### src/hdl/blcd_defines.svh
// Register offsets, field positions, reset values, command codes and timing counts.
`ifndef BLCD_DEFINES_SVH
`define BLCD_DEFINES_SVH
`define BLCD_ADR_CMD      4'h0
`define BLCD_ADR_DATA     4'h4
`define BLCD_ADR_STAT     4'h8
`define BLCD_COLS         80
`define BLCD_ROWS         16
`define BLCD_LINES        32
`define BLCD_COL_LIMIT    7'h50
`define BLCD_COL_LAST     7'h4F
`define BLCD_DUTY16_LAST  5'h0F
`define BLCD_DUTY32_LAST  5'h1F
`define BLCD_RST_PAGE     2'h3
`define BLCD_RST_START    5'h00
`define BLCD_RST_COL      7'h00
`define BLCD_ST_BUSY      7
`define BLCD_ST_ADC       6
`define BLCD_ST_OFF       5
`define BLCD_ST_RESET     4
`define BLCD_OP_DISP      7'h57
`define BLCD_OP_ADC       7'h50
`define BLCD_OP_STATIC    7'h52
`define BLCD_OP_DUTY      7'h54
`define BLCD_OP_START     3'h6
`define BLCD_OP_PAGE      6'h2E
`define BLCD_OP_RMW       8'hE0
`define BLCD_OP_END       8'hEE
`define BLCD_OP_RESET     8'hE2
`define BLCD_CLK_MHZ      100
`define BLCD_BUSY_NS      40
`define BLCD_INIT_NS      100
`define BLCD_BUSY_CYC     ((`BLCD_BUSY_NS * `BLCD_CLK_MHZ + 999) / 1000)
`define BLCD_INIT_CYC     ((`BLCD_INIT_NS * `BLCD_CLK_MHZ + 999) / 1000)
`endif

### src/hdl/blcd_pkg.sv
// Types shared by the bit-map LCD driver core.
`default_nettype none
package blcd_pkg;
   // Drive level codes for the row and column outputs.
   typedef enum logic [2:0] {
      LV_VDD = 3'h0,
      LV_V1  = 3'h1,
      LV_V2  = 3'h2,
      LV_V3  = 3'h3,
      LV_V4  = 3'h4,
      LV_V5  = 3'h5
   } blcd_level_e;
   // Control sequencer states.
   typedef enum logic [1:0] {
      ST_IDLE = 2'b00,
      ST_BUSY = 2'b01,
      ST_INIT = 2'b10
   } blcd_state_e;
   // Display configuration set by instructions.
   typedef struct packed {
      logic disp_on;
      logic static_on;
      logic adc;
      logic duty32;
      logic rmw;
   } blcd_cfg_s;
endpackage
`default_nettype wire

### src/hdl/blcd_core.sv
// Bit-map LCD driver core with Wishbone instruction port, display memory and drivers.
//
// Operation
// - Column level from frame and bit: high gives VDD/V2, low gives V5/V3.
// - Either edge on the reset/style pin starts reset initialization.
// - Pin level held after initialization selects 68 (high) or 80 (low) host style.
// - Primary strap makes frame pin an output; secondary makes it an input.
// - Secondary chip scans rows reversed, its outputs serve rows 31 down to 16.
// - Busy flag reads 1 during internal work; only status reads are then honoured.
// - Status read places the busy flag on data bit 7.
// - Five-bit start-line register names the line shown on row 0; it scrolls.
// - Start line is copied into the line counter whenever the frame signal changes.
// - Line counter advances with row scan and addresses the memory line read out.
// - Seven-bit presettable column counter increments after each data access, except reads in rmw mode.
// - Column counter saturates at 50H and goes no further.
// - Column increments never change the page; host sets the page explicitly.
// - Memory holds 2560 bits, one per pixel, one means dot on.
// - Host memory access is independent of readout and never disturbs the image.
// - Column direction setting reverses column address to output mapping.
// - Timing generator makes row timing and frame signal for 1/16 or 1/32 duty.
// - In 1/32 duty a primary and a secondary chip scan rows in step.
// - Each row period 80 bits of one memory line are latched for the drivers.
// - Display off and static drive act on latched data, never on memory.
// - Frame signal is a 50% clock tied to the frame and aligns a secondary.
// - Reset sets display off, line 0, static off, column 0, page 3, 1/32, adc 1, rmw off.
// - Row level from frame and scan data: V5, V1, VDD or V4.
// - Each rising line strobe latches display data and advances the line counter, unless the frame changes, which reloads it.
//
// Register access over Wishbone and the address map were chosen for this implementation.
`default_nettype none
`include "blcd_defines.svh"
module blcd_core (
   // Clock and reset.
   input  wire logic                        clk_i,
   input  wire logic                        rst_i,
   // Wishbone slave.
   input  wire logic                        cyc_i,
   input  wire logic                        stb_i,
   input  wire logic                        we_i,
   input  wire logic [3:0]                  adr_i,
   input  wire logic [3:0]                  sel_i,
   input  wire logic [31:0]                 dat_i,
   output logic      [31:0]                 dat_o,
   output logic                             ack_o,
   // Straps and timing pins from outside the clock domain.
   input  wire logic                        reset_style_i,
   input  wire logic                        primary_select_i,
   input  wire logic                        line_latch_strobe_i,
   input  wire logic                        master_clock_input_i,
   output logic                             master_clock_output_o,
   output logic                             host_style_80_o,
   // Two-way frame alternation pin.
   input  wire logic                        frame_alternation_signal_i,
   output logic                             frame_alternation_signal_o,
   output logic                             frame_alternation_signal_oe_n_o,
   // Drive level codes.
   output logic [`BLCD_ROWS-1:0][2:0]       row_drive_outputs_o,
   output logic [`BLCD_COLS-1:0][2:0]       column_drive_outputs_o
);
   blcd_pkg::blcd_state_e state_r;
   blcd_pkg::blcd_cfg_s   cfg_r;
   logic [3:0]            wait_r;
   logic [7:0]            ram_r [4][`BLCD_COLS];
   logic [`BLCD_COLS-1:0] latch_r;
   logic [`BLCD_COLS-1:0] eff_bits;
   logic [6:0]            col_r;
   logic [1:0]            page_r;
   logic [4:0]            start_r;
   logic [4:0]            line_r;
   logic [4:0]            row_pos_r;
   logic                  frame_r;
   logic                  style_r;
   logic                  rp_s1, rp_s2, rp_s3;
   logic                  pr_s1, pr_s2;
   logic                  ls_s1, ls_s2, ls_s3;
   logic                  fr_s1, fr_s2, fr_s3;
   logic                  mc_s1, mc_s2;
   logic                  req, wr_ok, cmd_wr, data_wr, data_rd, pin_edge, strobe;
   logic                  frame_chg, frame_now, soft_reset, busy;
   logic [4:0]            duty_last;
   logic [7:0]            wbyte, status;

   // Two-flop synchronisers; the third stage only feeds edge detection.
   always_ff @(posedge clk_i) begin
      if (rst_i) begin
         {rp_s1, rp_s2, rp_s3} <= 3'h0;
         {pr_s1, pr_s2}        <= 2'h0;
         {ls_s1, ls_s2, ls_s3} <= 3'h0;
         {fr_s1, fr_s2, fr_s3} <= 3'h0;
         {mc_s1, mc_s2}        <= 2'h0;
      end else begin
         {rp_s1, rp_s2, rp_s3} <= {reset_style_i, rp_s1, rp_s2};
         {pr_s1, pr_s2}        <= {primary_select_i, pr_s1};
         {ls_s1, ls_s2, ls_s3} <= {line_latch_strobe_i, ls_s1, ls_s2};
         {fr_s1, fr_s2, fr_s3} <= {frame_alternation_signal_i, fr_s1, fr_s2};
         {mc_s1, mc_s2}        <= {master_clock_input_i, mc_s1};
      end
   end

   // Bus request decode; writes arriving while busy are dropped, the bus still answers.
   assign req        = cyc_i & stb_i & ~ack_o;
   assign busy       = (state_r != blcd_pkg::ST_IDLE);
   assign wbyte      = dat_i[7:0];
   assign wr_ok      = req & we_i & sel_i[0] & ~busy;
   assign cmd_wr     = wr_ok & (adr_i == `BLCD_ADR_CMD);
   assign data_wr    = wr_ok & (adr_i == `BLCD_ADR_DATA);
   assign data_rd    = req & ~we_i & ~busy & (adr_i == `BLCD_ADR_DATA);
   assign soft_reset = cmd_wr & (wbyte == `BLCD_OP_RESET);
   assign pin_edge   = rp_s2 ^ rp_s3;
   assign strobe     = ls_s2 & ~ls_s3;
   assign duty_last  = cfg_r.duty32 ? `BLCD_DUTY32_LAST : `BLCD_DUTY16_LAST;
   assign frame_now  = pr_s2 ? frame_r : fr_s2;
   // A primary changes frame on its last row; a secondary follows the pin.
   assign frame_chg  = pr_s2 ? (strobe & (row_pos_r == duty_last))
                             : (fr_s2 ^ fr_s3);

   // Status byte: busy, column direction, display off, reset in progress.
   always_comb begin
      status                 = 8'h00;
      status[`BLCD_ST_BUSY]  = busy;
      status[`BLCD_ST_ADC]   = cfg_r.adc;
      status[`BLCD_ST_OFF]   = ~cfg_r.disp_on;
      status[`BLCD_ST_RESET] = (state_r == blcd_pkg::ST_INIT);
   end

   // Bus answer one cycle after the request; unmapped reads return zero.
   always_ff @(posedge clk_i) begin
      if (rst_i) begin
         ack_o <= 1'b0;
         dat_o <= 32'h0000_0000;
      end else begin
         ack_o <= req;
         if (req & ~we_i) begin
            if (adr_i == `BLCD_ADR_STAT)
               dat_o <= {24'h00_0000, status};
            else if (data_rd & (col_r < `BLCD_COL_LIMIT))
               dat_o <= {24'h00_0000, ram_r[page_r][col_r]};
            else
               dat_o <= 32'h0000_0000;
         end
      end
   end

   // Sequencer: each accepted write or data read holds busy briefly; an init holds it longer.
   always_ff @(posedge clk_i) begin
      if (rst_i) begin
         state_r <= blcd_pkg::ST_INIT;
         wait_r  <= 4'(`BLCD_INIT_CYC - 1);
      end else if (pin_edge) begin
         state_r <= blcd_pkg::ST_INIT;
         wait_r  <= 4'(`BLCD_INIT_CYC - 1);
      end else begin
         unique case (state_r)
            blcd_pkg::ST_IDLE: begin
               if (wr_ok | data_rd) begin
                  state_r <= blcd_pkg::ST_BUSY;
                  wait_r  <= 4'(`BLCD_BUSY_CYC - 1);
               end
            end
            blcd_pkg::ST_BUSY, blcd_pkg::ST_INIT: begin
               if (wait_r == 4'h0)
                  state_r <= blcd_pkg::ST_IDLE;
               else
                  wait_r <= wait_r - 4'h1;
            end
            default: begin
               state_r <= blcd_pkg::ST_IDLE;
            end
         endcase
      end
   end

   // Host style is taken from the pin level once initialization ends.
   always_ff @(posedge clk_i) begin
      if (rst_i)
         style_r <= 1'b0;
      else if ((state_r == blcd_pkg::ST_INIT) & (wait_r == 4'h0) & ~pin_edge)
         style_r <= ~rp_s2;
   end
   assign host_style_80_o = style_r;

   // Configuration flags set by instructions and by initialization.
   always_ff @(posedge clk_i) begin
      if (rst_i | pin_edge) begin
         cfg_r <= '{disp_on: 1'b0, static_on: 1'b0, adc: 1'b1,
                    duty32: 1'b1, rmw: 1'b0};
      end else if (cmd_wr) begin
         if (wbyte[7:1] == `BLCD_OP_DISP)
            cfg_r.disp_on <= wbyte[0];
         if (wbyte[7:1] == `BLCD_OP_STATIC)
            cfg_r.static_on <= wbyte[0];
         if (wbyte[7:1] == `BLCD_OP_ADC)
            cfg_r.adc <= wbyte[0];
         if (wbyte[7:1] == `BLCD_OP_DUTY)
            cfg_r.duty32 <= wbyte[0];
         if (wbyte == `BLCD_OP_RMW)
            cfg_r.rmw <= 1'b1;
         if (wbyte == `BLCD_OP_END)
            cfg_r.rmw <= 1'b0;
      end
   end

   // Start line and page; the soft reset instruction restores only these two.
   always_ff @(posedge clk_i) begin
      if (rst_i | pin_edge | soft_reset) begin
         start_r <= `BLCD_RST_START;
         page_r  <= `BLCD_RST_PAGE;
      end else if (cmd_wr) begin
         if (wbyte[7:5] == `BLCD_OP_START)
            start_r <= wbyte[4:0];
         if (wbyte[7:2] == `BLCD_OP_PAGE)
            page_r <= wbyte[1:0];
      end
   end

   // Column counter: preset by instruction, counts per data access, locks at 50H.
   // Read-modify-write mode suppresses the step on reads only.
   always_ff @(posedge clk_i) begin
      if (rst_i | pin_edge) begin
         col_r <= `BLCD_RST_COL;
      end else if (cmd_wr & ~wbyte[7]) begin
         col_r <= wbyte[6:0];
      end else if ((data_wr | (data_rd & ~cfg_r.rmw)) & (col_r < `BLCD_COL_LIMIT)) begin
         col_r <= col_r + 7'h01;
      end
   end

   // Display memory; writes past the last column are dropped as no cell exists.
   always_ff @(posedge clk_i) begin
      if (data_wr & (col_r < `BLCD_COL_LIMIT))
         ram_r[page_r][col_r] <= wbyte;
   end

   // Row scan position and frame toggle; the primary owns the frame signal.
   always_ff @(posedge clk_i) begin
      if (rst_i | pin_edge) begin
         row_pos_r <= 5'h00;
         frame_r   <= 1'b0;
      end else if (frame_chg) begin
         row_pos_r <= 5'h00;
         if (pr_s2)
            frame_r <= ~frame_r;
      end else if (strobe) begin
         row_pos_r <= row_pos_r + 5'h01;
      end
   end
   assign frame_alternation_signal_o      = frame_r;
   assign frame_alternation_signal_oe_n_o = ~pr_s2;

   // Line counter: reload at each frame change, else step with every strobe.
   always_ff @(posedge clk_i) begin
      if (rst_i | pin_edge)
         line_r <= `BLCD_RST_START;
      else if (frame_chg)
         line_r <= start_r;
      else if (strobe)
         line_r <= line_r + 5'h01;
   end

   // Master clock passes through the primary only.
   always_ff @(posedge clk_i) begin
      if (rst_i)
         master_clock_output_o <= 1'b0;
      else
         master_clock_output_o <= mc_s2 & pr_s2;
   end

   // Per column: latch one memory line per strobe, then gate and drive.
   // Gating after the latch keeps memory untouched by display on/off and static drive.
   genvar c;
   generate
      for (c = 0; c < `BLCD_COLS; c = c + 1) begin : g_col
         always_ff @(posedge clk_i) begin
            if (rst_i)
               latch_r[c] <= 1'b0;
            else if (strobe)
               latch_r[c] <= ram_r[line_r[4:3]][c][line_r[2:0]];
         end
         assign eff_bits[c] = cfg_r.static_on | (cfg_r.disp_on & latch_r[c]);
         always_ff @(posedge clk_i) begin
            if (rst_i) begin
               column_drive_outputs_o[c] <= blcd_pkg::LV_V3;
            end else begin
               // Direction select picks the mirrored column when cleared.
               if (cfg_r.adc ? eff_bits[c] : eff_bits[`BLCD_COLS-1-c])
                  column_drive_outputs_o[c] <= frame_now ? blcd_pkg::LV_VDD
                                                         : blcd_pkg::LV_V5;
               else
                  column_drive_outputs_o[c] <= frame_now ? blcd_pkg::LV_V2
                                                         : blcd_pkg::LV_V3;
            end
         end
      end
   endgenerate

   // Per row: the selected row takes the select level, the rest stay unselected.
   genvar r;
   generate
      for (r = 0; r < `BLCD_ROWS; r = r + 1) begin : g_row
         logic sel_row;
         // A secondary output r serves row 31 - r.
         assign sel_row = pr_s2 ? (row_pos_r == 5'(r))
                                : (row_pos_r == 5'(`BLCD_LINES - 1 - r));
         always_ff @(posedge clk_i) begin
            if (rst_i)
               row_drive_outputs_o[r] <= blcd_pkg::LV_V4;
            else if (sel_row)
               row_drive_outputs_o[r] <= frame_now ? blcd_pkg::LV_V5
                                                   : blcd_pkg::LV_VDD;
            else
               row_drive_outputs_o[r] <= frame_now ? blcd_pkg::LV_V1
                                                   : blcd_pkg::LV_V4;
         end
      end
   endgenerate
endmodule
`default_nettype wire

### config.mk
export PLATFORM = sky130hd
export DESIGN_NAME = blcd_core
export DESIGN_NICKNAME = d
export VERILOG_FILES = /design/src/hdl/blcd_pkg.sv /design/src/hdl/blcd_core.sv
export VERILOG_INCLUDE_DIRS = /design/src /design/src/hdl
export SDC_FILE = /design/constraint.sdc
export NUM_CORES = 2
export LEC_CHECK = 0
export BUFFER_PORTS_ARGS = -buffer_cell sky130_fd_sc_hd__clkbuf_2
export CAP_MARGIN = 15
export CORE_MARGIN = 2
export CORE_UTILIZATION = 43
export DETAILED_ROUTE_END_ITERATION = 8
export REMOVE_ABC_BUFFERS = 1
export SYNTH_ARGS = -nofsm -noshare
export SYNTH_HDL_FRONTEND = slang
export SYNTH_SLANG_ARGS = --single-unit
### constraint.sdc
create_clock -name clk_i -period 6.45 [get_ports clk_i]
set_input_delay 1.29 -clock clk_i [delete_from_list [all_inputs] [get_ports clk_i]]
set_output_delay 1.29 -clock clk_i [all_outputs]
set_load 0.01 [all_outputs]
==> metrics.yaml <==
outcome:
  outcome: "finished clean"
clock_network:
  hold_buffers: 0
  clk_latency_ns: 0.94
  cts.sinks: 2882
  post_cts_buffers: 0
  numCtsBuffers: 318
  clock_path_buffers: 4
  h-tree-depth: 5
  root_buffer: "clkbuf_16"
  cts_tree: "yes"
  cts_resized: 0
  cts.clk_slew.worst_paths_ns: 0.06
global_route:
  grt_max_degree: 177
  grt_pass1_vias: 74800
  gr-usage-met1_pct: 35.5
  grt.busiest_layer: "met2"
  grt_util_met3_pct: 5.60
  grt_pass1_wl_um: 574000
  antenna_found_initial: 18
  grt.overflow.total: 0
  track_usage_pct: 26.3
  grt_use_met2_pct: 41.6
hold_path:
  hp-start: "rp_s1"
  min_to: "rp_s2"
  hp-class: "register to register"
  hold_depth: 1
yosys:
  synth-main-ff-cell: "edfxtp_1"
  synth_area_sq_um: 131000
  synth_seq_area_share_pct: 63.8
  synth_cell_type_count: 70
  async_flop_share_pct: 0
  synth_warnings: 0
  synth-seq-cells: 2882
  syn_inst: 7003
  syn_avg_cell_area_sq_um: 18.6
  synth_edf_count: 2560
timing:
  tightest_slew_ns: 1.26
  rsz0062_at_grt: "false"
  max_freq_mhz: 215
  fin_crit_ns: 4.66
  min_period_over_period_pct: 72.2
  hold_viol: 0
  setup_viol: 0
  drv_slew: 0
  skew_ns: 0.0595
  slew-limit-headroom_pct: 15.9
  hold-worst-slack_ns: 0.442
  fin_setup_tns_ns: 0
worst_setup_path:
  worstSetupEndpointType: "register"
  r2r-end: "dat_o[4]"
  timing.critical_path.mode_cell: "o21ai_0"
  slowest_stage: "or4b_1"
  cp_max_fo: 30
  arrival_ns: 5.41
  rr_worst_depth: 8
  startpoint_type: "register"
  r2r_slack_ns: 1.79
  startpoint: "col_r[2]"
  path_class: "register to register"
  path_buf_inv: 1
  cp_cell_sequence: "or4b_1, buf_4, o21ai_0, nor4_1, nand3_1, and4_1, o21ai_0, a311oi_1"
  crit_path_max_incr_delay_ns: 1.09
  required_ns: 7.20
  r2r-start: "col_r[2]"
  crit_family: "simple AND/OR/NAND/NOR gates"
floorplanning:
  die_w_um: 555
  rows: 202
  die_area_sq_um: 308000
  fp.dieH_um: 555
  core_sq_um: 303000
  boundaryPins: 375
  start_util_pct: 43.2
drt:
  drt_iter0_drc: 9834
  wl_um: 411000
  antenna_left: 0
  vias: 74500
  via_per_inst: 6.52
  drc: 0
  dr.pass1.iters: 6
  wl_per_cell_um: 36.0
cells_and_area:
  syn_to_final_growth_pct: 12.0
  multiInputGateArea_sq_um: 43900
  regArea_sq_um: 83400
  fin_util_pct: 48.4
  num-nets-final: 7251
  final_layout_size_suffix_gt1_share_pct: 34.2
  nFillCells: 24700
power_and_ir_drop:
  p_leak_uw: 0.0465
  peakVddDrop_v: 0.000214
  p_per_area_nw_per_um2: 268
  total_power_uw: 39200
job:
  cap_violations: 0
place:
  gp_congestion: 0.898
  hpwlAfterDp_um: 261000
  io_buffers: 307
[worst max-delay path by stage]
stage,end,depth (start not counted)
final,dat_o[4],8
after global routing,ram_r[0][402],10
after CTS,dat_o[7],9
after detailed placement,ram_r[0][594],8
after global placement,ram_r[0][401],9
after floorplan,latch_r[0],4
[cell families (layout without fill, tap and decap cells)]
family / after synthesis / in the layout / share of synthesized area [%]
buf+inv: 699 / 1110 / 2.82
fa+ha+maj: 8 / 8 / 0.0767
flops: 2882 / 2882 / 63.8
xor+xnor: 20 / 20 / 0.134
compound gates: 651 / 651 / 3.41
mux: 1736 / 1736 / 26.2
simple gates: 1006 / 1006 / 3.52
other cells: 1 / 47 / 0.00287
[cells in the mapped netlist, drive strengths merged (77+ instances only)]
| library cell | count | area share [%] |
|---|---|---|
| o22ai | 77 | 0.37 |
| mux4 | 1340 | 23 |
| edfxtp | 2560 | 59 |
| nand2 | 132 | 0.38 |
| mux2 | 91 | 0.78 |
| clkbuf | 246 | 0.71 |
| a211oi | 97 | 0.56 |
| mux2i | 305 | 2.3 |
| nor2 | 567 | 1.6 |
| buf | 441 | 2.1 |
| or2 | 85 | 0.41 |
| dfxtp | 322 | 4.9 |
| a21oi | 137 | 0.53 |
| a22oi | 198 | 1.1 |
[metal layers]
metal,share of wire [%],up-vias
li1,-,29600
met1,38,40000
met2,47,4187
met3,9.6,709
met4,4.8,6
met5,0.012,-
[layout make-up]
type,instances,share of cell area [%]
sequential,2882,57.0
multi-input combinational,3461,30.0
clock buffer,426,6.02
tap,3978,3.40
timing repair buffer,518,2.55
clock inverter,154,1.01
inverter,12,0.0308
antenna,7,0.0120
[where the power goes]
group	total [uW]	internal [uW]	switching [uW]
Clock	18000	10300	7670
Combinational	786	192	594
Sequential	20400	20300	55.1
[cells in the final DEF, fill, tap and decap left out, types with 71 or more instances in the layout]
cell type  instances
clkbuf_1          71
buf_4            167
edfxtp_1        2560
a21oi_1          137
a211oi_1          97
a22oi_1          198
clkbuf_16        327
or2_2             83
o22ai_1           76
nor2_1           566
mux2_2            90
mux2i_1          305
nand2_1          124
dfxtp_1          307
clkbuf_2         298
mux4_2          1340
[flip-flops by register name, indices dropped and copies added (netlist names), 2 cells and up, named ones only]
register / count
cfg_r: 5
col_r: 7
column_drive_outputs_o: 161
dat_o: 8
latch_r: 80
line_r: 5
page_r: 2
ram_r: 2560
row_drive_outputs_o: 17
row_pos_r: 5
start_r: 5
state_r: 2
wait_r: 4
[stage by stage]
| stage | worst slack [ns] | area, sq um | instances |
|---|---|---|---|
| 3_3_place_gp | 1.24 | 136000 | 10800 |
| 5_1_grt | 1.79 | 146000 | 11400 |
| 3_5_place_dp | 1.24 | 136000 | 10800 |
| 4_1_cts | 1.90 | 146000 | 11400 |
| 6_report | 1.79 | 146000 | 11400 |
| 2_1_floorplan | -21.57 | 127000 | 6355 |
Note: power is estimated with default switching activity, not from simulation.
